===== config.mk =====
export PLATFORM = sky130hd
export DESIGN_NAME = vout_overvoltage_fault_manager
export DESIGN_NICKNAME = d
export VERILOG_FILES = /design/src/core/ov_pkg.sv /design/src/core/retry_timer.sv /design/src/core/vout_overvoltage_fault_manager.sv
export SDC_FILE = /design/constraint.sdc
export NUM_CORES = 1
export LEC_CHECK = 0
export BUFFER_PORTS_ARGS = -buffer_cell sky130_fd_sc_hd__buf_2
export CORE_ASPECT_RATIO = 0.75
export CORE_UTILIZATION = 51
export CTS_BUF_LIST = sky130_fd_sc_hd__clkbuf_8
export CTS_CLUSTER_DIAMETER = 120
export DETAILED_ROUTE_END_ITERATION = 10
export PLACE_DENSITY = 0.68
export SKIP_LAST_GASP = 1
export SLEW_MARGIN = 5
export SYNTH_ARGS = -nofsm -noshare
export SYNTH_HDL_FRONTEND = slang
export SYNTH_HIERARCHICAL = 1
export SYNTH_SLANG_ARGS = --single-unit

===== constraint.sdc =====
create_clock -name clk -period 4.52 [get_ports clk]
set_input_delay 0.904 -clock clk [delete_from_list [all_inputs] [get_ports clk]]
set_output_delay 0.904 -clock clk [all_outputs]
set_load 0.05 [all_outputs]

===== src/core/ov_pkg.sv =====
// Function
// - fault threshold is unsigned, scaled two to minus thirteen
// - fault threshold resets to 1.10 times strap
// - fault exceedance sets summary and fault bits, alerts
// - response byte defaults 80h, only mode 10
// - retry field zero latches output off
// - nonzero retry field restarts until off or shutdown
// - restart waits for output below warning threshold
// - retry delay is (field plus one) times 35ms
// - warning exceedance sets summary and warning bits, alerts
// - warning threshold resets 1.08 times strap, range-checked
// - warning still set when a fast rise crosses both
`default_nettype none

package ov_pkg;
  localparam logic [7:0] CMD_OV_FAULT_THR = 8'h40;
  localparam logic [7:0] CMD_OV_RESPONSE = 8'h41;
  localparam logic [7:0] CMD_OV_WARN_THR = 8'h42;
  localparam logic [7:0] CMD_CLEAR_FAULTS = 8'h03;
  localparam logic [7:0] CMD_STATUS_VOUT = 8'h7A;

  localparam logic [7:0] RESP_RESET = 8'h80;
  localparam int RESP_MODE_MSB = 7;
  localparam int RESP_MODE_LSB = 6;
  localparam int RESP_RETRY_MSB = 5;
  localparam int RESP_RETRY_LSB = 3;
  localparam int RESP_DELAY_MSB = 2;
  localparam int RESP_DELAY_LSB = 0;
  localparam logic [1:0] MODE_DISABLE_RETRY = 2'h2;
  localparam logic [2:0] RETRY_NONE = 3'h0;

  // linear-16 unsigned: volts = value * 2^-13
  localparam int LIN16_FRAC_BITS = 13;
  localparam int THR_MAX_VOLTS = 6;
  localparam logic [15:0] FAULT_THR_MAX =
    16'(THR_MAX_VOLTS << LIN16_FRAC_BITS);
  localparam logic [15:0] WARN_THR_MAX = FAULT_THR_MAX;

  // strap multipliers in Q10: 1.10 and 1.08
  localparam int SCALE_FRAC_BITS = 10;
  localparam logic [10:0] FAULT_SCALE = 11'h466;
  localparam logic [10:0] WARN_SCALE = 11'h452;

  localparam int SV_OV_FAULT_BIT = 7;
  localparam int SV_OV_WARN_BIT = 6;
  localparam logic [7:0] SV_ZERO = 8'h00;

  localparam int CLK_PERIOD_NS = 4;
  localparam int RETRY_UNIT_NS = 35000000;
  localparam int RETRY_UNIT_CYCLES_DEF = RETRY_UNIT_NS / CLK_PERIOD_NS;

  typedef struct packed {
    logic valid;
    logic write;
    logic [7:0] code;
    logic [15:0] wdata;
  } cmd_req_t;

  typedef struct packed {
    logic valid;
    logic ok;
    logic [15:0] rdata;
  } cmd_rsp_t;
endpackage : ov_pkg

`default_nettype wire


===== src/core/retry_timer.sv =====
`default_nettype none

module retry_timer #(
  parameter int UNIT_CYCLES = ov_pkg::RETRY_UNIT_CYCLES_DEF,
  parameter int CNT_W = 24
) (
  input wire logic clk,
  input wire logic reset_n,
  input wire logic start,
  input wire logic [2:0] delay_sel,
  output logic done
);
  import ov_pkg::*;

  logic [CNT_W-1:0] unit_cnt_r;
  logic [2:0] units_left_r;
  logic running_r;
  logic done_r;
  logic [31:0] elapsed_r;
  logic [2:0] sel_seen_r;

  // whole delay counted in units, so (sel+1) units end it
  always_ff @(posedge clk or negedge reset_n) begin
    if (!reset_n) begin
      unit_cnt_r <= '0;
      units_left_r <= '0;
      running_r <= 1'b0;
      done_r <= 1'b0;
    end else if (start) begin
      unit_cnt_r <= CNT_W'(UNIT_CYCLES - 1);
      units_left_r <= delay_sel;
      running_r <= 1'b1;
      done_r <= 1'b0;
    end else if (running_r) begin
      if (unit_cnt_r != '0) begin
        unit_cnt_r <= unit_cnt_r - 1'b1;
      end else if (units_left_r != '0) begin
        unit_cnt_r <= CNT_W'(UNIT_CYCLES - 1);
        units_left_r <= units_left_r - 1'b1;
      end else begin
        running_r <= 1'b0;
        done_r <= 1'b1;
      end
    end
  end

  assign done = done_r;

  // helper for checking only
  always_ff @(posedge clk or negedge reset_n) begin
    if (!reset_n) begin
      elapsed_r <= '0;
      sel_seen_r <= '0;
    end else if (start) begin
      elapsed_r <= 32'h0;
      sel_seen_r <= delay_sel;
    end else if (running_r) begin
      elapsed_r <= elapsed_r + 32'h1;
    end
  end
endmodule : retry_timer

`default_nettype wire


===== src/core/vout_overvoltage_fault_manager.sv =====
`default_nettype none

module vout_overvoltage_fault_manager #(
  parameter int RETRY_UNIT_CYCLES = ov_pkg::RETRY_UNIT_CYCLES_DEF,
  parameter int TIMER_W = 24
) (
  input wire logic clk,
  input wire logic reset_n,
  input wire ov_pkg::cmd_req_t cmd,
  output ov_pkg::cmd_rsp_t rsp,
  input wire logic [15:0] vout_meas,
  input wire logic [15:0] setpoint_address_strap,
  input wire logic write_protect_pin,
  input wire logic output_on_request,
  input wire logic other_fault_shutdown,
  input wire logic host_alert_in,
  output logic host_alert_output,
  output logic host_alert_oe_n,
  output logic alert_line_low,
  output logic power_stage_enable,
  output logic status_word_vout,
  output logic status_vout_ov_fault,
  output logic status_vout_ov_warn
);
  import ov_pkg::*;

  typedef enum logic [2:0] {
    ST_INIT, ST_RUN, ST_OFF, ST_WAIT, ST_LATCH
  } fsm_t;

  fsm_t state_r;
  fsm_t state_nxt;
  logic captured_r;
  logic [15:0] fault_thr_r;
  logic [15:0] warn_thr_r;
  logic [7:0] resp_r;
  logic fault_r;
  logic fault_nxt;
  logic warn_r;
  logic warn_nxt;
  logic wp_meta_r;
  logic wp_sync_r;
  logic alert_meta_r;
  logic power_en_r;
  logic alert_oe_n_r;
  logic alert_low_r;
  logic sum_r;
  cmd_rsp_t rsp_r;
  logic fault_now;
  logic warn_now;
  logic below_warn;
  logic clear_req;
  logic wr_req;
  logic wr_fault_ok;
  logic wr_resp_ok;
  logic wr_warn_ok;
  logic timer_start;
  logic timer_done;
  logic [2:0] retry_field;

  function automatic logic [15:0] scale_strap(input logic [15:0] v,
                                              input logic [10:0] k);
    logic [26:0] prod;
    logic [16:0] shifted;
    prod = 27'(v) * 27'(k);
    shifted = prod[SCALE_FRAC_BITS +: 17];
    scale_strap = shifted[16] ? 16'hFFFF : shifted[15:0];
  endfunction : scale_strap

  // pins from outside the clock domain
  always_ff @(posedge clk or negedge reset_n) begin
    if (!reset_n) begin
      wp_meta_r <= 1'b0;
      wp_sync_r <= 1'b0;
      alert_meta_r <= 1'b1;
      alert_low_r <= 1'b0;
    end else begin
      wp_meta_r <= write_protect_pin;
      wp_sync_r <= wp_meta_r;
      alert_meta_r <= host_alert_in;
      alert_low_r <= ~alert_meta_r;
    end
  end

  // linear-16 counts compare directly as volts * 2^13
  assign fault_now = captured_r && (vout_meas > fault_thr_r);
  // fast rises may cross both in one sample; warn is then set as well
  assign warn_now = captured_r && (vout_meas > warn_thr_r);
  assign below_warn = vout_meas < warn_thr_r;
  assign retry_field = resp_r[RESP_RETRY_MSB:RESP_RETRY_LSB];

  assign wr_req = cmd.valid && cmd.write;
  assign clear_req = wr_req && (cmd.code == CMD_CLEAR_FAULTS);
  assign wr_fault_ok = wr_req && (cmd.code == CMD_OV_FAULT_THR) &&
    !wp_sync_r && (cmd.wdata <= FAULT_THR_MAX);
  assign wr_warn_ok = wr_req && (cmd.code == CMD_OV_WARN_THR) &&
    !wp_sync_r && (cmd.wdata <= WARN_THR_MAX);
  // unused response modes are refused, so mode is always 10
  assign wr_resp_ok = wr_req && (cmd.code == CMD_OV_RESPONSE) &&
    !wp_sync_r && (cmd.wdata[15:8] == 8'h00) &&
    (cmd.wdata[RESP_MODE_MSB:RESP_MODE_LSB] == MODE_DISABLE_RETRY);

  // strap defaults land one edge after reset release
  always_ff @(posedge clk or negedge reset_n) begin
    if (!reset_n) begin
      captured_r <= 1'b0;
      fault_thr_r <= '0;
      warn_thr_r <= '0;
    end else if (!captured_r) begin
      captured_r <= 1'b1;
      fault_thr_r <= scale_strap(setpoint_address_strap, FAULT_SCALE);
      warn_thr_r <= scale_strap(setpoint_address_strap, WARN_SCALE);
    end else begin
      if (wr_fault_ok) begin
        fault_thr_r <= cmd.wdata;
      end
      if (wr_warn_ok) begin
        warn_thr_r <= cmd.wdata;
      end
    end
  end

  always_ff @(posedge clk or negedge reset_n) begin
    if (!reset_n) begin
      resp_r <= RESP_RESET;
    end else if (wr_resp_ok) begin
      resp_r <= cmd.wdata[7:0];
    end
  end

  // command answers, one cycle after each request
  always_ff @(posedge clk or negedge reset_n) begin
    if (!reset_n) begin
      rsp_r <= '0;
    end else begin
      rsp_r.valid <= cmd.valid;
      rsp_r.ok <= 1'b0;
      rsp_r.rdata <= '0;
      if (cmd.valid && cmd.write) begin
        rsp_r.ok <= wr_fault_ok || wr_warn_ok || wr_resp_ok || clear_req;
      end else if (cmd.valid) begin
        if (cmd.code == CMD_OV_FAULT_THR) begin
          rsp_r.ok <= 1'b1;
          rsp_r.rdata <= fault_thr_r;
        end else if (cmd.code == CMD_OV_WARN_THR) begin
          rsp_r.ok <= 1'b1;
          rsp_r.rdata <= warn_thr_r;
        end else if (cmd.code == CMD_OV_RESPONSE) begin
          rsp_r.ok <= 1'b1;
          rsp_r.rdata <= {8'h00, resp_r};
        end else if (cmd.code == CMD_STATUS_VOUT) begin
          rsp_r.ok <= 1'b1;
          rsp_r.rdata <= {8'h00, SV_ZERO | (8'(fault_r) << SV_OV_FAULT_BIT)
            | (8'(warn_r) << SV_OV_WARN_BIT)};
        end
      end
    end
  end

  // a new event in the clearing cycle keeps its flag
  always_comb begin
    fault_nxt = fault_now || (fault_r && !clear_req);
    warn_nxt = warn_now || (warn_r && !clear_req);
  end

  always_ff @(posedge clk or negedge reset_n) begin
    if (!reset_n) begin
      fault_r <= 1'b0;
      warn_r <= 1'b0;
      sum_r <= 1'b0;
      alert_oe_n_r <= 1'b1;
    end else begin
      fault_r <= fault_nxt;
      warn_r <= warn_nxt;
      sum_r <= fault_nxt || warn_nxt;
      alert_oe_n_r <= !(fault_nxt || warn_nxt);
    end
  end

  always_comb begin
    state_nxt = state_r;
    timer_start = 1'b0;
    case (state_r)
      ST_INIT: begin
        state_nxt = output_on_request ? ST_RUN : ST_OFF;
      end
      ST_RUN: begin
        if (other_fault_shutdown) begin
          state_nxt = ST_LATCH;
        end else if (fault_now) begin
          if (retry_field == RETRY_NONE) begin
            state_nxt = ST_LATCH;
          end else begin
            state_nxt = ST_WAIT;
            timer_start = 1'b1;
          end
        end else if (!output_on_request) begin
          state_nxt = ST_OFF;
        end
      end
      ST_OFF: begin
        if (other_fault_shutdown) begin
          state_nxt = ST_LATCH;
        end else if (output_on_request) begin
          state_nxt = ST_RUN;
        end
      end
      ST_WAIT: begin
        if (other_fault_shutdown) begin
          state_nxt = ST_LATCH;
        end else if (!output_on_request) begin
          state_nxt = ST_OFF;
        end else if (timer_done && below_warn) begin
          state_nxt = ST_RUN;
        end
      end
      ST_LATCH: begin
        state_nxt = ST_LATCH;
      end
      default: begin
        state_nxt = ST_LATCH;
      end
    endcase
  end

  always_ff @(posedge clk or negedge reset_n) begin
    if (!reset_n) begin
      state_r <= ST_INIT;
      power_en_r <= 1'b0;
    end else begin
      state_r <= state_nxt;
      power_en_r <= (state_nxt == ST_RUN);
    end
  end

  retry_timer #(
    .UNIT_CYCLES(RETRY_UNIT_CYCLES),
    .CNT_W(TIMER_W)
  ) u_retry_timer (
    .clk(clk),
    .reset_n(reset_n),
    .start(timer_start),
    .delay_sel(resp_r[RESP_DELAY_MSB:RESP_DELAY_LSB]),
    .done(timer_done)
  );

  assign rsp = rsp_r;
  assign host_alert_output = 1'b0;
  assign host_alert_oe_n = alert_oe_n_r;
  assign alert_line_low = alert_low_r;
  assign power_stage_enable = power_en_r;
  assign status_word_vout = sum_r;
  assign status_vout_ov_fault = fault_r;
  assign status_vout_ov_warn = warn_r;
endmodule : vout_overvoltage_fault_manager

`default_nettype wire


# ---- After elaboration in Yosys (flattened, before gate mapping)
# Index checks and enable logic that the tools add are counted.
dict set report word_totals {
  regBits 100
  input_bits 64
  word_cells 126
}
dict set report op_classes {
  addsub 2
  mul 2
  magnitude_cmp 4
  n_eq_ne 14
  mux 44
  bitwise 2
  n_reduce_logical 37
}
# operator count
set ops {}
lappend ops {{16-bit two-way mux} 7}
lappend ops {{24-bit two-way mux} 4}
lappend ops {{17-bit two-way mux} 5}
lappend ops {{16-bit by 10-bit multiplier with 26-bit output (second input constant)} 2}
lappend ops {{3-bit two-way mux} 13}
lappend ops {{8-bit by 7-bit == test with 1-bit output (second input constant)} 4}
lappend ops {{16-bit greater-than comparator} 2}
lappend ops {{24-bit nonzero test} 1}
lappend ops {{24-bit by 1-bit subtractor with 24-bit output (second input constant)} 1}
lappend ops {{1-bit logical AND} 17}
lappend ops {{16-bit less-or-equal comparator (second input constant)} 1}
lappend ops {{16-bit < comparator} 1}
lappend ops {{1-bit two-way mux} 13}
lappend ops {{3-bit case mux with 4 select lines} 1}
lappend ops {{8-bit by 2-bit == test with 1-bit output (second input constant)} 1}
lappend ops {{8-bit zero test} 1}
lappend ops {{8-bit by 7-bit OR with 8-bit output} 1}
lappend ops {{3-bit by 1-bit == test with 1-bit output (second input constant)} 2}
lappend ops {{3-bit by 2-bit == test with 1-bit output (second input constant)} 2}
lappend ops {{3-bit zero test} 2}
lappend ops {{1-bit logical OR} 6}
lappend ops {{3-bit AND reduction} 2}
lappend ops {{3-bit nonzero test} 2}
lappend ops {{2-bit by 1-bit != test with 1-bit output (second input constant)} 2}
lappend ops {{8 further kinds} 12}

# ---- Logic depth before layout (Yosys ltp)
# Gate-level depths: netlist (run 1).
dict set report logic_depth {
  word_depth 8
  depth_mapped 19
  depth_no_buf 18
}

# ---- Modules after synthesis
# The synthesis (run 1) kept the hierarchy.
# module instances cells_each area_per_inst_um2 seq_area_each_um2
set modules_own_cells {}
lappend modules_own_cells {vout_overvoltage_fault_manager 1 862 8416.8 1780.5}
lappend modules_own_cells {retry_timer 1 176 1654.1 725.7}

# ---- Least setup slack after synthesis (run 1)
# OpenSTA, ideal clock, no wires.
dict set report synth_path {
  kind {input to register}
  start {input setpoint_address_strap[9]}
  end {register fault_thr_r[14]}
  setup_time_ns 0.120
  t_arrival_ns 5.173
  slack_ns -0.772
  cell_stages 16
  path_buffers 0
  path_cell_list {ha_1 > ha_1 > fa_1 > fa_1 > inv_1 > fa_1 > inv_1 > ha_1 > a21o_1 > nand2_1 > nand2b_1 > a211oi_1 > o31ai_4 > a221o_1 > or4_1 > and3_1}
}
dict set report synth_between {
  elab_chain_len 3
}
# item line_no
set synth_lines {}
lappend synth_lines {{start, declared} vout_overvoltage_fault_manager.sv:12} ;# input wire logic [15:0] setpoint_address_strap,
lappend synth_lines {{16-bit by 10-bit multiplier with 26-bit output} vout_overvoltage_fault_manager.sv:65} ;# prod = 27'(v) * 27'(k);
lappend synth_lines {{16-bit two-way mux} vout_overvoltage_fault_manager.sv:67} ;# scale_strap = shifted[16] ? 16'hFFFF : shifted[15:0];
lappend synth_lines {{16-bit two-way mux} vout_overvoltage_fault_manager.sv:109} ;# end else if (!captured_r) begin
lappend synth_lines {{end signal, assigned} vout_overvoltage_fault_manager.sv:111} ;# fault_thr_r <= scale_strap(setpoint_address_strap, FAULT_SCALE);
lappend synth_lines {{end signal, assigned} vout_overvoltage_fault_manager.sv:115} ;# fault_thr_r <= cmd.wdata;
lappend synth_lines {{end, declared} vout_overvoltage_fault_manager.sv:34} ;# logic [15:0] fault_thr_r;
# No other way between the ends.
# A chain may end at the register's enable or synchronous reset.

# ---- Final worst setup path (run 1)
dict set report layout_path {
  start {input setpoint_address_strap[9]}
  end {register fault_thr_r[3]}
}
# Same word-level chain as after synthesis.

==> impl_metrics.csv, run 1 <==
group,metric,value,unit
pwr,ir_drop,0.227,mV
worst_hold_path,hp-class,"reg2reg",
cts,cts.clk_slew.worst_paths,0.10,ns
sta,worst_hold_slack,0.358,ns
setup_path,crit_slowest_cell,"fa_1",
grt,grt_max_degree,82,
grt,grt_usage,0.246,
floorplanning,rows,44,
sta,timing.fmax,216,MHz
detailed_routing,avgViaCountPerCell,5.47,
logic_synthesis,syn_inst,1038,
pwr,power,5.61,mW
logic_synthesis,synth_seq_cells,100,
layout,area_growth,22.6,%
logic_synthesis,synthArstFlopShare,1.00,
setup_path,end_kind,"flip-flop",
placed_design,dp_cells,1468,
detailed_routing,ant_nets,0,
sta,setup_viol_count_final,15,
cts,clk_latency,0.37,ns
cts,cts_buffers,9,
logic_synthesis,synth_top_area_share,0.241,
floorplanning,ioPinCount,89,
setup_path,crit_type,"in2reg",
logic_synthesis,synth_most_common_cell,"ha_1",
layout,n_antenna_cell,0,
sta,skew,0.00892,ns
setup_path,path_buf_inv,8,
floorplanning,core-area,0.0193,mm²
grt,antenna_found_initial,0,
cts,cts_sinks,100,
logic_synthesis,ys_types,78,
floorplanning,initial_core_util,0.521,
floorplanning,die_height,124,µm
placed_design,place.gp.congestion,0.860,
cts,htreeDepth,3,
cts,cts_buffer_depth,2,
sta,slew_viol_final,0,
logic_synthesis,ys_seq_area_frac,0.249,
sta,setup_ws,-0.102,ns
outcome,status,"finished, violations left",
setup_path,critPathLaunchType,"primary input",
detailed_routing,firstDrtPassIters,7,
setup_path,max_stage_delay,0.51,ns
logic_synthesis,synthesis.nets,1335,
sta,fin_tns_setup,-1.19,ns
sta,fin_crit,4.62,ns
logic_synthesis,synth_ff_type,"dfrtp_1",
detailed_routing,vias,8153,
cts,cts_tree,"built",
placed_design,dp_hpwl,19700,µm
grt,grt_pass1_wl,39400,µm
setup_path,crit_path_cell_trace,"buf_12 > ha_4 > ha_4 > fa_1 > fa_1 > inv_2 > fa_1 > inv_2 > ha_4 > buf_4 > nand4_1 > buf_4 > o31ai_4 > buf_6 > a22oi_2 > a211oi_2 > buf_4 > clkbuf_16 > a2bb2oi_2",
logic_synthesis,synth-edff-count,0,
logic_synthesis,synthTopCellsByCount,"ha_1, inv_1, dfrtp_1",
setup_path,worstPathArrival,4.92,ns
detailed_routing,drtIter0Drc,564,
outcome,violations,"negative setup slack",
floorplanning,die_area,0.0203,mm²
sta,grt_setup_unrepaired,"yes",
detailed_routing,drt_wl_total,24100,µm
logic_synthesis,yosys_warnings,6,
placed_design,io_buffers,87,
setup_path,path_max_fanout,7,
cts,cts_hold_buf,0,
logic_synthesis,postSynthAreaPerCell,9.70,µm²
layout,num-nets-final,1530,
floorplanning,fp.dieW,164,µm
layout,final_cells,1491,
setup_path,ff2ff_setup_slack,1.00,ns
job,drv_cap,0,
grt,grt_pass1_vias,7998,
pwr,p_leak,6.30,nW
sta,fin_crit_sh,1.02,
sta,finalHoldViolCount,0,
setup_path,worst_ep_required_time,4.82,ns
layout,drive_above_1_share,0.267,
pwr,p_per_area,454,mW/mm²
detailed_routing,wire_per_inst,16.2,µm
detailed_routing,drc_errors,0,
logic_synthesis,synth_area_leader_cell,"dfrtp_1",
sta,relSlewSlack,0.303,
logic_synthesis,netlist_area,0.0101,mm²
logic_synthesis,ys_top_cells_by_area,"dfrtp_1, ha_1, fa_1, inv_1, mux2i_1",
cts,root_buffer,"clkbuf_8",
sta,worstMarginPinSlew,1.05,ns
grt,grt-ovfl-total,0,
setup_path,cp_top_family,"adder cells",
cells in the final DEF, fill, tap and decap left out, types with 13 or more instances in the layout:
cell	netlist	routed
nand4_1	13	13
o21ai_0	34	31
ha_1	183	162
buf_4	3	120
a2bb2oi_2	9	13
buf_2	2	79
inv_1	157	147
fa_1	50	47
ha_4	0	20
nor2_1	60	60
nand2_1	26	26
dfrtp_1	97	97
or4_1	13	13
a21oi_1	49	42
nor3_1	16	15
nand3_1	23	23
a21o_1	22	22
mux2i_1	46	46
or3_1	18	18
a22oi_1	14	13
worst register-to-register path: cells and delay by family, from the launching register on:
family	cells	cell delay, ns
AO/OA/AOI/OAI	5	1.06
flip-flops	1	0.40
AND/OR/NAND/NOR	6	1.39
adder cells (fa/ha/maj)	1	0.29
buffers and inverters	2	0.28
repair_timing:
item,in CTS,in global routing
resized for setup,25,29
gates cloned,1,0
pin swaps,13,16
setup endpoints to repair,18,32
hold endpoints to repair,0,0
setup buffers,5,2
stage by stage:
stage / cell area [µm²] / setup WS, ns / utilization
finish: 12400 / -0.102 / 0.639
global route: 12400 / -0.202 / 0.639
CTS: 12200 / -0.155 / 0.632
detailed placement: 11800 / -0.621 / 0.611
global placement: 11800 / -0.521 / 0.611
floorplan: 10300 / -0.308 / -
sequential cells by signal, summed over array words and instances, names as in the netlist:
register                    count
host_alert_oe_n                 1
status_vout_ov_warn             1
u_retry_timer/units_left_r      3
status_word_vout                1
alert_meta_r                    1
power_stage_enable              1
resp_r                          8
u_retry_timer/running_r         1
wp_meta_r                       1
wp_sync_r                       1
captured_r                      1
u_retry_timer/unit_cnt_r       24
warn_thr_r                     16
rsp                            18
alert_line_low                  1
u_retry_timer/done              1
fault_thr_r                    16
state_r                         3
status_vout_ov_fault            1
per-layer routing:
metal	part of all wire	GRT usage	up-vias
met3	0.037	0.0383	13
met1	0.49	0.348	3933
met4	0.0075	0.0359	0
met2	0.46	0.407	132
li1	-	-	4075
met5	0	0	-
path summary, 6_finish.rpt:
check / start / endpoint / cells past startpoint
hold reg to reg: wp_meta_r / wp_sync_r / 0
setup / recovery: setpoint_address_strap[9] / fault_thr_r[3] / 19
hold / removal: wp_meta_r / wp_sync_r / 0
min in group asynchronous: reset_n / fault_thr_r[9] / 1
setup reg to reg: fault_thr_r[1] / u_retry_timer/unit_cnt_r[7] / 14
max in group asynchronous: reset_n / alert_meta_r / 2
layout make-up:
class	count	area [µm²]
timing repair buffer	209	1440
clock inverter	5	83.8
sequential	100	2510
tap	253	317
clock buffer	11	151
fill	1602	6970
inverter	157	589
multi-input combinational	756	7260
power breakdown:
part	switching [mW]	leakage (nW)	internal, mW	total (mW)
clock	0.323	0.112	0.343	0.666
combinational	1.80	4.94	1.95	3.75
sequential	0.146	1.24	1.05	1.19
cell families (layout without fill, tap and decap cells):
group                    Yosys count  after routing  share of synthesized area
XOR/XNOR                          24             24                     0.0209
flip-flops                       100            100                      0.249
AO/OA/AOI/OAI                    207            207                      0.147
other                              2              2                   0.000746
buffers and inverters            182            382                     0.0707
AND/OR/NAND/NOR                  236            236                      0.130
adder cells (fa/ha/maj)          233            233                      0.327
multiplexers                      54             54                     0.0547
(Power assumes the default switching activity.)
==> inputs of run 2 (changes only) <==
--- a/config.mk
+++ b/config.mk
@@ -7,6 +7,7 @@
 export LEC_CHECK = 0
 export BUFFER_PORTS_ARGS = -buffer_cell sky130_fd_sc_hd__buf_2
 export CORE_ASPECT_RATIO = 0.75
+export CORE_MARGIN = 3
 export CORE_UTILIZATION = 51
 export CTS_BUF_LIST = sky130_fd_sc_hd__clkbuf_8
 export CTS_CLUSTER_DIAMETER = 120
==> run 2 against run 1 <==
  * The flow still finishes with violations (negative setup slack)
  * Maximum frequency is 1.0% lower
  * Register-to-register slack hardly changed
  * Global-route usage is 1.5 points lower
  * Non-clock buffer count is 6 higher
  * Flip-flop and latch count stayed put
  * Die area is 5.7% higher
  * Critical endpoint is now fault_thr_r[14]
  * Routed wire length is 2.7% higher
  * Cell area is 0.19% higher
  * Sequential power hardly changed
==> impl_metrics.csv, run 2 (synthesis gave the netlist of run 1 again) <==
group,metric,value,unit
sta,skew,0.0155,ns
layout,largest_reg_flops,24,
setup_path,rr_endpoint,"u_retry_timer/unit_cnt_r[22]",
layout,top_register,"u_retry_timer/unit_cnt_r",
cts,cts_tree,"built",
layout,final_common_cell,"ha_1",
setup_path,path_max_fanout,4,
detailed_routing,firstDrtPassIters,5,
setup_path,crit_path_start,"setpoint_address_strap[9]",
setup_path,worst_ep_required_time,4.79,ns
sta,slew_viol_final,0,
floorplanning,die_area,0.0215,mm²
placed_design,place.gp.congestion,0.878,
cts,cts_sinks,100,
floorplanning,initial_core_util,0.532,
job,drv_cap,0,
cts,root_buffer,"clkbuf_8",
pwr,p_per_area,455,mW/mm²
grt,antenna_found_initial,2,
cts,clk_latency,0.37,ns
pwr,ir_drop,0.246,mV
placed_design,placed_cell_area,0.0118,mm²
floorplanning,fp.dieW,168,µm
cts,cts_buffer_depth,2,
detailed_routing,drc_errors,0,
detailed_routing,drt_wl_total,24700,µm
placed_design,io_buffers,87,
cts,htreeDepth,3,
worst_hold_path,whs_path_depth,0,
layout,fin_area,0.0124,mm²
outcome,violations,"negative setup slack",
setup_path,worstPathArrival,4.94,ns
sta,finalHoldViolCount,0,
floorplanning,core-area,0.0189,mm²
sta,fin_crit,4.67,ns
grt,grt_max_degree,54,
sta,worst_hold_slack,0.357,ns
sta,setup_ws,-0.149,ns
floorplanning,ioPinCount,89,
detailed_routing,wire_per_inst,16.6,µm
setup_path,ff2ff_setup_slack,1.01,ns
worst_hold_path,holdPathEnd,"wp_sync_r",
detailed_routing,drtIter0Drc,544,
sta,relSlewSlack,0.534,
setup_path,critPathLaunchType,"primary input",
grt,grt_pass1_wl,40800,µm
floorplanning,rows,43,
sta,setup_viol_count_final,15,
pwr,power,5.63,mW
setup_path,r2r_cells,17,
setup_path,reg2reg_from,"fault_thr_r[1]",
pwr,p_leak,6.33,nW
layout,drive_above_1_share,0.267,
floorplanning,die_height,128,µm
placed_design,dp_hpwl,20100,µm
layout,nFillCells,1579,
layout,mostFrequentLayoutCells,"ha_1, inv_1, buf_4",
sta,grt_setup_unrepaired,"yes",
sta,worstMarginPinSlew,0.699,ns
grt,grt_usage,0.232,
setup_path,end_kind,"flip-flop",
detailed_routing,avgViaCountPerCell,5.56,
layout,num-nets-final,1536,
worst_hold_path,hp-class,"reg2reg",
sta,timing.fmax,214,MHz
grt,grt-ovfl-total,0,
layout,area_growth,22.9,%
detailed_routing,ant_nets,0,
sta,fin_crit_sh,1.03,
cts,cts_buffers,9,
cts,cts.clk_slew.worst_paths,0.10,ns
worst_hold_path,worstHoldStart,"wp_meta_r",
setup_path,crit_type,"in2reg",
grt,grt_pass1_vias,8298,
layout,postLayoutCoreUtil,0.653,
detailed_routing,vias,8287,
outcome,status,"finished, violations left",
layout,n_antenna_cell,0,
==> run 2: worst max-delay path by stage <==
stage | end | slack [ns] | cells after the start
final | fault_thr_r[14] | -0.15 | 17
after global routing | fault_thr_r[12] | -0.26 | 20
after CTS | fault_thr_r[14] | -0.14 | 17
after detailed placement | fault_thr_r[14] | -0.59 | 16
after global placement | fault_thr_r[14] | -0.52 | 16
after floorplan | fault_thr_r[14] | -0.31 | 16
==> run 2: layout make-up <==
type / count / area, µm² / share of cell area
clock inverter: 7 / 92.6 / 0.00748
multi-input combinational: 756 / 7250 / 0.585
tap: 247 / 309 / 0.0250
inverter: 157 / 589 / 0.0476
timing repair buffer: 215 / 1510 / 0.122
sequential: 100 / 2510 / 0.203
clock buffer: 9 / 124 / 0.0100
==> run 2: where the power goes <==
part / leakage (nW) / internal (mW) / total [mW] / switching, mW
Combinational: 4.97 / 1.98 / 3.81 / 1.83
Clock: 0.112 / 0.311 / 0.633 / 0.322
Sequential: 1.24 / 1.05 / 1.19 / 0.140
Total: 6.33 / 3.34 / 5.63 / 2.29
==> run 2: metrics by stage <==
| step | worst slack, ns | cells | TNS [ns] |
|---|---|---|---|
| 6_report | -0.149 | 1491 | -1.41 |
| 5_1_grt | -0.255 | 1491 | -4.14 |
| 4_1_cts | -0.145 | 1486 | -0.749 |
| 3_5_place_dp | -0.595 | 1462 | -14.45 |
| 3_3_place_gp | -0.520 | 1462 | -12.84 |
| 2_1_floorplan | -0.308 | 1038 | -3.62 |
==> run 2: routing by layer <==
| layer | vias up | GRT usage | part of all wire |
|---|---|---|---|
| met2 | 169 | 0.379 | 0.46 |
| met5 | - | 0 | 0.00061 |
| met4 | 4 | 0.0269 | 0.0045 |
| li1 | 4082 | - | - |
| met1 | 4018 | 0.338 | 0.50 |
| met3 | 14 | 0.0342 | 0.037 |
==> run 2: critical path, cell delays in order <==
cell      delay (ns)
buf_12          0.11
ha_4            0.24
ha_4            0.23
fa_1            0.46
fa_1            0.49
inv_1           0.05
fa_1            0.49
inv_2           0.05
ha_4            0.21
a21o_1          0.16
nand2_2         0.07
nand2b_1        0.07
a211oi_2        0.28
o31ai_4         0.15
a221o_1         0.33
or4_1           0.46
and3_1          0.17
==> run 2: repair_timing <==
action                     4_1_cts  5_1_grt
setup endpoints to repair       29       32
resized for setup               20       35
pin swaps                       24       30
gates cloned                     0        1
hold buffers                     0        0
buffers inserted                12        4
==> inputs of run 3 (changes only) <==
--- a/config.mk
+++ b/config.mk
@@ -5,14 +5,14 @@
 export SDC_FILE = /design/constraint.sdc
 export NUM_CORES = 1
 export LEC_CHECK = 0
-export BUFFER_PORTS_ARGS = -buffer_cell sky130_fd_sc_hd__buf_2
 export CORE_ASPECT_RATIO = 0.75
 export CORE_MARGIN = 3
 export CORE_UTILIZATION = 51
 export CTS_BUF_LIST = sky130_fd_sc_hd__clkbuf_8
 export CTS_CLUSTER_DIAMETER = 120
 export DETAILED_ROUTE_END_ITERATION = 10
-export PLACE_DENSITY = 0.68
+export DONT_BUFFER_PORTS = 1
+export PLACE_DENSITY = 0.64
 export SKIP_LAST_GASP = 1
 export SLEW_MARGIN = 5
 export SYNTH_ARGS = -nofsm -noshare
==> run 3 against run 2 <==
  * Non-clock buffer count decreased by 147
  * Maximum frequency grew 4.4%
  * Cell count fell by 9.9%
  * Die area is the same
  * Clock skew decreased by 0.0071 ns
  * Sequential power barely moved
  * Critical path depth fell by 2
  * Core utilization shrank 6.0 points
  * Highest routed layer is now met4
  * The run now ends clean
==> impl_metrics.csv, run 3 (synthesis gave the netlist of run 1 again) <==
group,metric,value,unit
grt,grt_max_degree,101,
setup_path,worst_ep_required_time,4.79,ns
detailed_routing,drtIter0Drc,439,
floorplanning,initial_core_util,0.532,
floorplanning,ioPinCount,89,
sta,worstMarginPinSlew,0.604,ns
setup_path,path_max_fanout,9,
sta,setup_viol_count_final,0,
outcome,status,"complete, no violations",
layout,largest_reg_flops,24,
cts,cts_hold_buf,0,
detailed_routing,drt_wl_total,23200,µm
job,drv_cap,0,
layout,final_cells,1344,
grt,grt_pass1_vias,7624,
layout,drive_above_1_share,0.149,
placed_design,dp_cells,1328,
pwr,sw_frac_of_total,0.407,
floorplanning,die_area,0.0215,mm²
floorplanning,rows,43,
cts,cts_tree,"built",
floorplanning,die_height,128,µm
setup_path,crit_top_cell,"fa_1",
setup_path,critPathLaunchType,"primary input",
pwr,p_leak,5.60,nW
sta,finalHoldViolCount,0,
grt,antenna_found_initial,0,
sta,fin_crit_sh,0.990,
placed_design,io_buffers,0,
pwr,internal_power,3.02,mW
placed_design,dp_hpwl,18700,µm
worst_hold_path,hp-class,"in2async",
setup_path,crit_path_cell_trace,"ha_1 > ha_1 > fa_1 > fa_1 > inv_1 > fa_1 > inv_2 > ha_4 > a21oi_2 > nor2_1 > a211oi_2 > o31ai_4 > a221o_1 > or4_1 > and3_1",
detailed_routing,firstDrtPassIters,4,
sta,grt_setup_unrepaired,"yes",
setup_path,crit_slowest_cell,"fa_1",
cts,root_buffer,"clkbuf_8",
placed_design,place.gp.congestion,0.866,
sta,worst_hold_slack,0.213,ns
detailed_routing,drc_errors,0,
setup_path,worstPathArrival,4.75,ns
cts,cts_buffers,9,
cts,htreeDepth,3,
floorplanning,fp.dieW,168,µm
floorplanning,core-area,0.0189,mm²
layout,area_growth,11.7,%
setup_path,max_stage_delay,0.52,ns
layout,final_common_cell,"ha_1",
sta,skew,0.00844,ns
pwr,ir_drop,0.254,mV
pwr,p_per_area,453,mW/mm²
detailed_routing,wire_per_inst,17.3,µm
grt,grt-ovfl-total,0,
detailed_routing,ant_nets,0,
cts,clk_latency,0.37,ns
detailed_routing,avgViaCountPerCell,5.64,
pwr,power_frac_clock,0.114,
setup_path,cp_top_family,"adder cells",
pwr,switchingPower,2.08,mW
cts,cts_sinks,100,
cts,postCtsSetupBuffers,0,
layout,top_register,"u_retry_timer/unit_cnt_r",
setup_path,crit_type,"in2reg",
detailed_routing,vias,7586,
setup_path,path_buf_inv,2,
grt,grt_usage,0.225,
sta,slew_viol_final,0,
cts,cts_buffer_depth,2,
pwr,power,5.10,mW
grt,grt_pass1_wl,39100,µm
layout,mostFrequentLayoutCells,"ha_1, inv_1, dfrtp_1",
pwr,power_frac_comb,0.651,
layout,n_antenna_cell,0,
setup_path,end_kind,"flip-flop",
cts,cts.clk_slew.worst_paths,0.10,ns
sta,timing.fmax,224,MHz
sta,fin_crit,4.47,ns
pwr,pwr-share-seq,0.235,
layout,num-nets-final,1389,
sta,relSlewSlack,0.597,
## run 3: cell count changes in the layout (fill, tap and decap cells not counted), moves of 4 or more
| cell | delta |
|---|---|
| a2bb2oi_1 | +4 |
| a21oi_2 | -5 |
| a21oi_1 | +5 |
| buf_12 | -4 |
| a2bb2oi_2 | -4 |
| buf_6 | -4 |
| buf_2 | -80 |
| buf_4 | -58 |
## run 3: metal layers
metal / track usage / wire [µm] / vias up
li1: - / - / 3796
met5: 0 / 0 / -
met3: 0.0370 / 1020 / 17
met4: 0.0380 / 203 / 0
met1: 0.336 / 11700 / 3654
met2: 0.353 / 10300 / 119
## run 3: power by group through the flow
stage               Clock (mW)  Combinational [mW]  Sequential [mW]
floorplan                    0                2.31             1.15
global placement             0                3.25             1.21
detailed placement           0                3.31             1.21
CTS                      0.604                3.32             1.19
global route             0.635                3.76             1.21
finish                   0.583                3.32             1.20
## run 3: repair_timing
action / 4_1_cts / 5_1_grt
cloned: 0 / 0
pin swaps: 1 / 3
resized for setup: 0 / 6
endpoints found under the setup margin: 1 / 29
## run 3: metrics by stage
step | utilization | area [µm²] | setup WS [ns] | setup TNS, ns
6_report | 0.594 | 11200 | 0.0461 | 0
3_5_place_dp | 0.581 | 11000 | -0.429 | -8.40
5_1_grt | 0.594 | 11200 | -0.123 | -1.11
4_1_cts | 0.592 | 11200 | 0.0149 | 0
2_1_floorplan | - | 10300 | -0.308 | -3.62
3_3_place_gp | 0.581 | 11000 | -0.366 | -6.64
## run 3: final timing paths
| check | startpoint | end | slack, ns | cells past startpoint |
|---|---|---|---|---|
| min in group clk | wp_meta_r | wp_sync_r | 0.36 | 0 |
| worst min-delay path | reset_n | fault_thr_r[14] | 0.21 | 0 |
| worst max register to register | fault_thr_r[1] | u_retry_timer/unit_cnt_r[22] | 1.06 | 17 |
| max in group asynchronous | reset_n | alert_meta_r | 4.06 | 0 |
| worst min register to register | wp_meta_r | wp_sync_r | 0.36 | 0 |
| worst max-delay path | setpoint_address_strap[6] | fault_thr_r[14] | 0.05 | 15 |
## run 3: layout make-up
cell class / count / area (µm²)
Clock buffer: 10 / 138
Clock inverter: 6 / 63.8
Fill cell: 1712 / 7690
Inverter: 157 / 589
Multi-Input combinational cell: 756 / 7120
Sequential cell: 100 / 2510
Tap cell: 247 / 309
Timing Repair Buffer: 68 / 523
